## src/hdl/efa_regs.svh

```systemverilog
`ifndef EFA_REGS_SVH
`define EFA_REGS_SVH

// bits 2..8 of timeslot 0 in a FAS frame, oldest bit in the msb
`define EFA_FAS_PATTERN 7'h1b
// bit position over a double frame of 512 bits
`define EFA_FAS_POS     9'h007
`define EFA_NFAS_POS    9'h101
`define EFA_ALG_RESET   1'b0
`define EFA_XCHK_RESET  1'b0

`endif

```

## src/hdl/efa_pkg.sv

```systemverilog
package efa_pkg;

  typedef enum logic [2:0] {
    EFA_ST_SEARCH,
    EFA_ST_NFAS,
    EFA_ST_FAS3,
    EFA_ST_XNFAS,
    EFA_ST_XFAS,
    EFA_ST_HOLD,
    EFA_ST_SYNC
  } efa_state_t;

  typedef struct packed {
    logic alignment_algorithm_select;
    logic extra_frame_check_en;
  } efa_cfg_t;

  typedef struct packed {
    logic in_sync;
    logic frame_pulse;
    logic searching;
  } efa_status_t;

  typedef struct packed {
    logic        clk_s1;
    logic        clk_s2;
    logic        clk_s3;
    logic        dat_s1;
    logic        dat_s2;
    logic [6:0]  shift;
    logic [8:0]  cnt;
    efa_state_t  st;
    logic        alg;
    logic        xchk;
    efa_status_t sts;
  } efa_regs_t;

endpackage

```

## src/hdl/efa_fas_search.sv

```systemverilog
`timescale 1ns/1ps
`include "efa_regs.svh"

module efa_fas_search
  import efa_pkg::*;
(
  input  wire logic        sys_clk,
  input  wire logic        rstn,
  input  wire logic        line_clk,
  input  wire logic        line_data,
  input  wire logic        restart,
  input  wire efa_cfg_t    cfg,
  output efa_status_t      status
);

  efa_regs_t  r_q;
  efa_regs_t  r_d;
  logic       bit_stb;
  logic       rx_bit;
  logic [6:0] shift_n;
  logic [8:0] cnt_n;

  function automatic logic fas_match(input logic [6:0] w);
    fas_match = (w == `EFA_FAS_PATTERN);
  endfunction

  // edge taken between second and third stage, never off the first
  assign bit_stb = r_q.clk_s2 & ~r_q.clk_s3;
  assign rx_bit  = r_q.dat_s2;
  assign shift_n = {r_q.shift[5:0], rx_bit};
  assign cnt_n   = r_q.cnt + 9'h001;

  always_comb begin
    r_d                 = r_q;
    r_d.clk_s1          = line_clk;
    r_d.clk_s2          = r_q.clk_s1;
    r_d.clk_s3          = r_q.clk_s2;
    r_d.dat_s1          = line_data;
    r_d.dat_s2          = r_q.dat_s1;
    r_d.sts.frame_pulse = 1'b0;
    // config frozen outside search so a running check is not disturbed
    if (r_q.st == EFA_ST_SEARCH) begin
      r_d.alg  = cfg.alignment_algorithm_select;
      r_d.xchk = cfg.extra_frame_check_en;
    end
    if (bit_stb) begin
      r_d.shift = shift_n;
      r_d.cnt   = cnt_n;
      case (r_q.st)
        EFA_ST_SEARCH: begin
          if (fas_match(shift_n)) begin
            r_d.st  = EFA_ST_NFAS;
            r_d.cnt = `EFA_FAS_POS;
          end
        end
        EFA_ST_NFAS: begin
          if (cnt_n == `EFA_NFAS_POS) begin
            if (rx_bit) begin
              r_d.st = EFA_ST_FAS3;
            end else if (r_q.alg) begin
              r_d.st = EFA_ST_HOLD;
            end else begin
              r_d.st = EFA_ST_SEARCH;
            end
          end
        end
        EFA_ST_FAS3: begin
          if (cnt_n == `EFA_FAS_POS) begin
            if (!fas_match(shift_n)) begin
              r_d.st = EFA_ST_SEARCH;
            end else if (r_q.xchk) begin
              r_d.st = EFA_ST_XNFAS;
            end else begin
              r_d.st = EFA_ST_SYNC;
            end
          end
        end
        EFA_ST_XNFAS: begin
          if (cnt_n == `EFA_NFAS_POS) begin
            r_d.st = rx_bit ? EFA_ST_XFAS : EFA_ST_SEARCH;
          end
        end
        EFA_ST_XFAS: begin
          if (cnt_n == `EFA_FAS_POS) begin
            r_d.st = fas_match(shift_n) ? EFA_ST_SYNC : EFA_ST_SEARCH;
          end
        end
        EFA_ST_HOLD: begin
          if (cnt_n == `EFA_FAS_POS) begin
            r_d.st = EFA_ST_SEARCH;
          end
        end
        EFA_ST_SYNC: begin
          // loss criteria live elsewhere; only restart leaves sync
          r_d.sts.frame_pulse = (cnt_n == `EFA_FAS_POS);
        end
        default: begin
          r_d.st = EFA_ST_SEARCH;
        end
      endcase
    end
    if (restart) begin
      r_d.st              = EFA_ST_SEARCH;
      r_d.sts.frame_pulse = 1'b0;
    end
    r_d.sts.in_sync   = (r_d.st == EFA_ST_SYNC);
    r_d.sts.searching = (r_d.st == EFA_ST_SEARCH);
  end

  always_ff @(posedge sys_clk) begin
    if (!rstn) begin
      r_q               <= '0;
      r_q.st            <= EFA_ST_SEARCH;
      r_q.alg           <= `EFA_ALG_RESET;
      r_q.xchk          <= `EFA_XCHK_RESET;
      r_q.sts.searching <= 1'b1;
    end else begin
      r_q <= r_d;
    end
  end

  assign status = r_q.sts;
endmodule

```

## config.mk

```make
export PLATFORM = sky130hd
export DESIGN_NAME = efa_fas_search
export DESIGN_NICKNAME = d
export VERILOG_FILES = /design/src/hdl/efa_pkg.sv /design/src/hdl/efa_fas_search.sv
export VERILOG_INCLUDE_DIRS = /design/src /design/src/hdl
export SDC_FILE = /design/constraint.sdc
export NUM_CORES = 1
export LEC_CHECK = 0
export ABC_CLOCK_PERIOD_IN_PS = 2520
export BUFFER_PORTS_ARGS = -buffer_cell sky130_fd_sc_hd__buf_2
export CORE_UTILIZATION = 45
export DETAILED_ROUTE_END_ITERATION = 16
export PLACE_DENSITY = 0.63
export SYNTH_ARGS = -nofsm -noshare
export SYNTH_HDL_FRONTEND = slang
export SYNTH_SLANG_ARGS = --single-unit
```

## constraint.sdc

```tcl
create_clock -name sys_clk -period 2.52 [get_ports sys_clk]
set_input_delay 0.378 -clock sys_clk [delete_from_list [all_inputs] [get_ports sys_clk]]
set_output_delay 0.378 -clock sys_clk [all_outputs]
set_load 0.02 [all_outputs]
```

==> metrics.md <==
| Metric | Value |
|---|---|
| Fillers | `339` |
| Avg Synthesized Cell Area | `8.89 um2` |
| Status | `completed` |
| Post-synthesis register bit count | `28` |
| CTS Sinks | `28` |
| Startpoint types | `flip-flop` |
| Post-layout minimum cycle time | `2.37 ns` |
| Setup Viol. Count Final | `0` |
| Cell with the most instances after synthesis | `dfxtp_1` |
| Routed Antenna Nets | `0` |
| M1 GR Usage | `0.216` |
| Final slew viol count | `0` |
| Largest net degree at the start of global routing | `24` |
| Vias per cell | `5.69` |
| Met3 usage | `0.0274` |
| Antenna cell count | `0` |
| Initial Utilization | `0.481` |
| Top post-synthesis cells by count | `dfxtp_1, nand2_1, o21ai_0` |
| Post-CTS setup buffers | `0` |
| Most used DFF post-synth | `dfxtp_1` |
| Clock-pin transition on the worst setup and hold timing paths | `0.15 ns` |
| Gpl congestion | `0.851` |
| Post-Syn Area | `1640 um2` |
| Worst hold slack | `0.243 ns` |
| # H-tree levels | `1` |
| Post-Syn Instances | `185` |
| CTS tree | `yes` |
| CTS buffer count | `3` |
| Drt pass-1 iters | `4` |
| Max FO, Critical Path | `8` |
| Via count | `1321` |
| Slew margin rel. | `0.610` |
| I/O Buffers | `9` |
| Largest area contributor in the netlist | `dfxtp_1` |
| Die footprint | `3900 um2` |
| Dpl cell area | `1660 um2` |
| FFs w/ async S/R, synth | `0` |
| Drt wl/cell | `14.5 um` |
| DRC errors left | `0` |
| Total gr overflow | `0` |
| Die H | `62.4 um` |
| Clock insertion delay at the later pin of the skew report | `0.33 ns` |
| # IOs | `10` |
| Final core occ | `0.501` |
| # Max-Cap Violations | `0` |
| Post-Layout Cell Count | `232` |
| Final Cell Area | `1710 um2` |
| Core footprint | `3420 um2` |
| Std-Cell Rows | `21` |
| Reg2Reg Setup Slack | `0.15 ns` |
| Share of cells above drive strength 1 | `0.177` |
| Static Leak | `0.657 nW` |
| Die X-Extent | `62.4 um` |
| Main area contributors after synthesis | `dfxtp_1, nand2_1, buf_6` |
| Synth warn | `0` |
| Clock buffer depth | `2` |
| Total Nets Final | `197` |
| Critical setup path kind | `reg -> reg` |
| Period utilization | `0.941` |
| Peak VDD IR | `234 uV` |
| Grt peak-use layer | `met2` |
| Arr. time, crit path | `2.63 ns` |
| Hpwl dp | `2.42 mm` |
| Vias in the first global route | `1240` |
| Highest Clock Rate | `422 MHz` |
| Area of the multi-input gates | `940 um2` |
| First-pass GRT wire length | `5.57 mm` |
| Required time of the critical path | `2.78 ns` |
| Synth unique cells | `54` |
| Unrepaired setup endpoints after global routing | `no` |
| Area Overhead vs Synth | `4.11%` |
| Post-synth EDFFs | `0` |
| CTS root buffer | `clkbuf_4` |
| Syn_nets | `195` |
| GR Util met2 | `0.321` |
| Yosys top cell area share | `0.341` |
| Reg area | `561 um2` |
| Pwr Density | `483 nW/um2` |
| Setup tns final | `0 ns` |
| Clock Skew | `0.00259 ns` |
| HP Class | `in -> reg` |
| Crit. End Element | `flip-flop` |
| Final WL | `3.36 mm` |
| Initial antenna violation count | `0` |
| Hold Vio Cnt, Final | `0` |
| Seq/Total Area, Yosys | `0.341` |
| Worst Max-Slew Pin Slew | `0.585 ns` |
| Placed Cells | `228` |
| GRT Total Usage | `0.180` |
| DR iter-0 viols | `55` |
[where the power goes]
part           internal [mW]  switching (mW)  total [mW]
clock network          0.161           0.135       0.296
logic                 0.0266          0.0391      0.0656
registers              0.454          0.0115       0.465
[stage by stage]
step / setup slack, ns / power (mW)
2_1_floorplan: 0.394 / 0.524
5_1_grt: 0.00822 / 0.868
3_5_place_dp: 0.142 / 0.540
4_1_cts: 0.0992 / 0.846
6_report: 0.150 / 0.827
3_3_place_gp: 0.234 / 0.538
[sequential cells by signal, summed over array words and instances (netlist names)]
name and cells:
r_d 3, r_q 21, rx_bit 1, status 3
[worst max-delay path, cell delays in order, from the launching register on]
cell and delay [ns]:
dfxtp_1 0.47, ha_2 0.32, nand3_1 0.15, nor3_2 0.21, a21oi_2 0.07, a2111oi_4 0.45
mux2i_1 0.34, o41ai_4 0.10, a211oi_1 0.19
[cell families after synthesis]
kind of cell,after synthesis,synth area share
and+or+nand+nor,78,0.275
AOI/OAI and AO/OA,46,0.233
DFF,28,0.341
buffers and inverters,24,0.0890
xor gates and xnor gates,3,0.0206
muxes,3,0.0183
adders and majority gates,3,0.0228
[per-layer routing]
| metal | up-vias | part of all wire |
|---|---|---|
| met5 | - | 0 |
| met4 | 0 | 0.013 |
| met3 | 5 | 0.031 |
| met2 | 27 | 0.50 |
| met1 | 629 | 0.45 |
| li1 | 660 | - |
[cell usage in the layout, fill, tap and decap left out, types with 2 or more instances in the layout]
master | synthesis | layout
a21o_1 | 2 | 2
nor4_1 | 2 | 2
o21a_1 | 2 | 2
a21boi_0 | 6 | 6
buf_4 | 5 | 3
nor2b_1 | 4 | 4
nand2_1 | 22 | 22
nor3_2 | 2 | 2
nor2_1 | 9 | 9
o21ai_0 | 10 | 10
dfxtp_1 | 28 | 28
nand2b_1 | 2 | 2
clkbuf_4 | 0 | 3
inv_1 | 9 | 9
buf_2 | 0 | 9
nand3_1 | 7 | 7
a211oi_1 | 3 | 3
xor2_1 | 2 | 2
and2_1 | 8 | 8
nand4_1 | 4 | 4
a21oi_1 | 5 | 5
o211a_1 | 3 | 3
mux2i_1 | 3 | 3
ha_1 | 3 | 2
and3b_1 | 2 | 2
nor3_1 | 4 | 4
[path summary, 6_finish.rpt]
path                                           from  cells past startpoint                    to
worst min register to register   r_d[24]$_SDFF_PN0_                      1     rx_bit$_SDFF_PN0_
worst max-delay path            r_q[9]$_SDFFE_PN0P_                      8  status[0]$_SDFF_PN1_
worst min-delay path                       line_clk                      2    r_d[27]$_SDFF_PN0_
worst max register to register  r_q[9]$_SDFFE_PN0P_                      8  status[0]$_SDFF_PN1_
[timing repair]
action	4_1_cts	5_1_grt
hold buffers	0	0
gates resized for setup	0	1
endpoints found under the setup margin	0	3
[final cells by class]
cell class	instances	area share
clock inverter	1	0.0175
tap	46	0.0336
sequential	28	0.327
timing repair buffer	12	0.0395
clock buffer	3	0.0132
inverter	9	0.0197
multi-input combinational	133	0.549
Power figures use the tool's default switching activity.
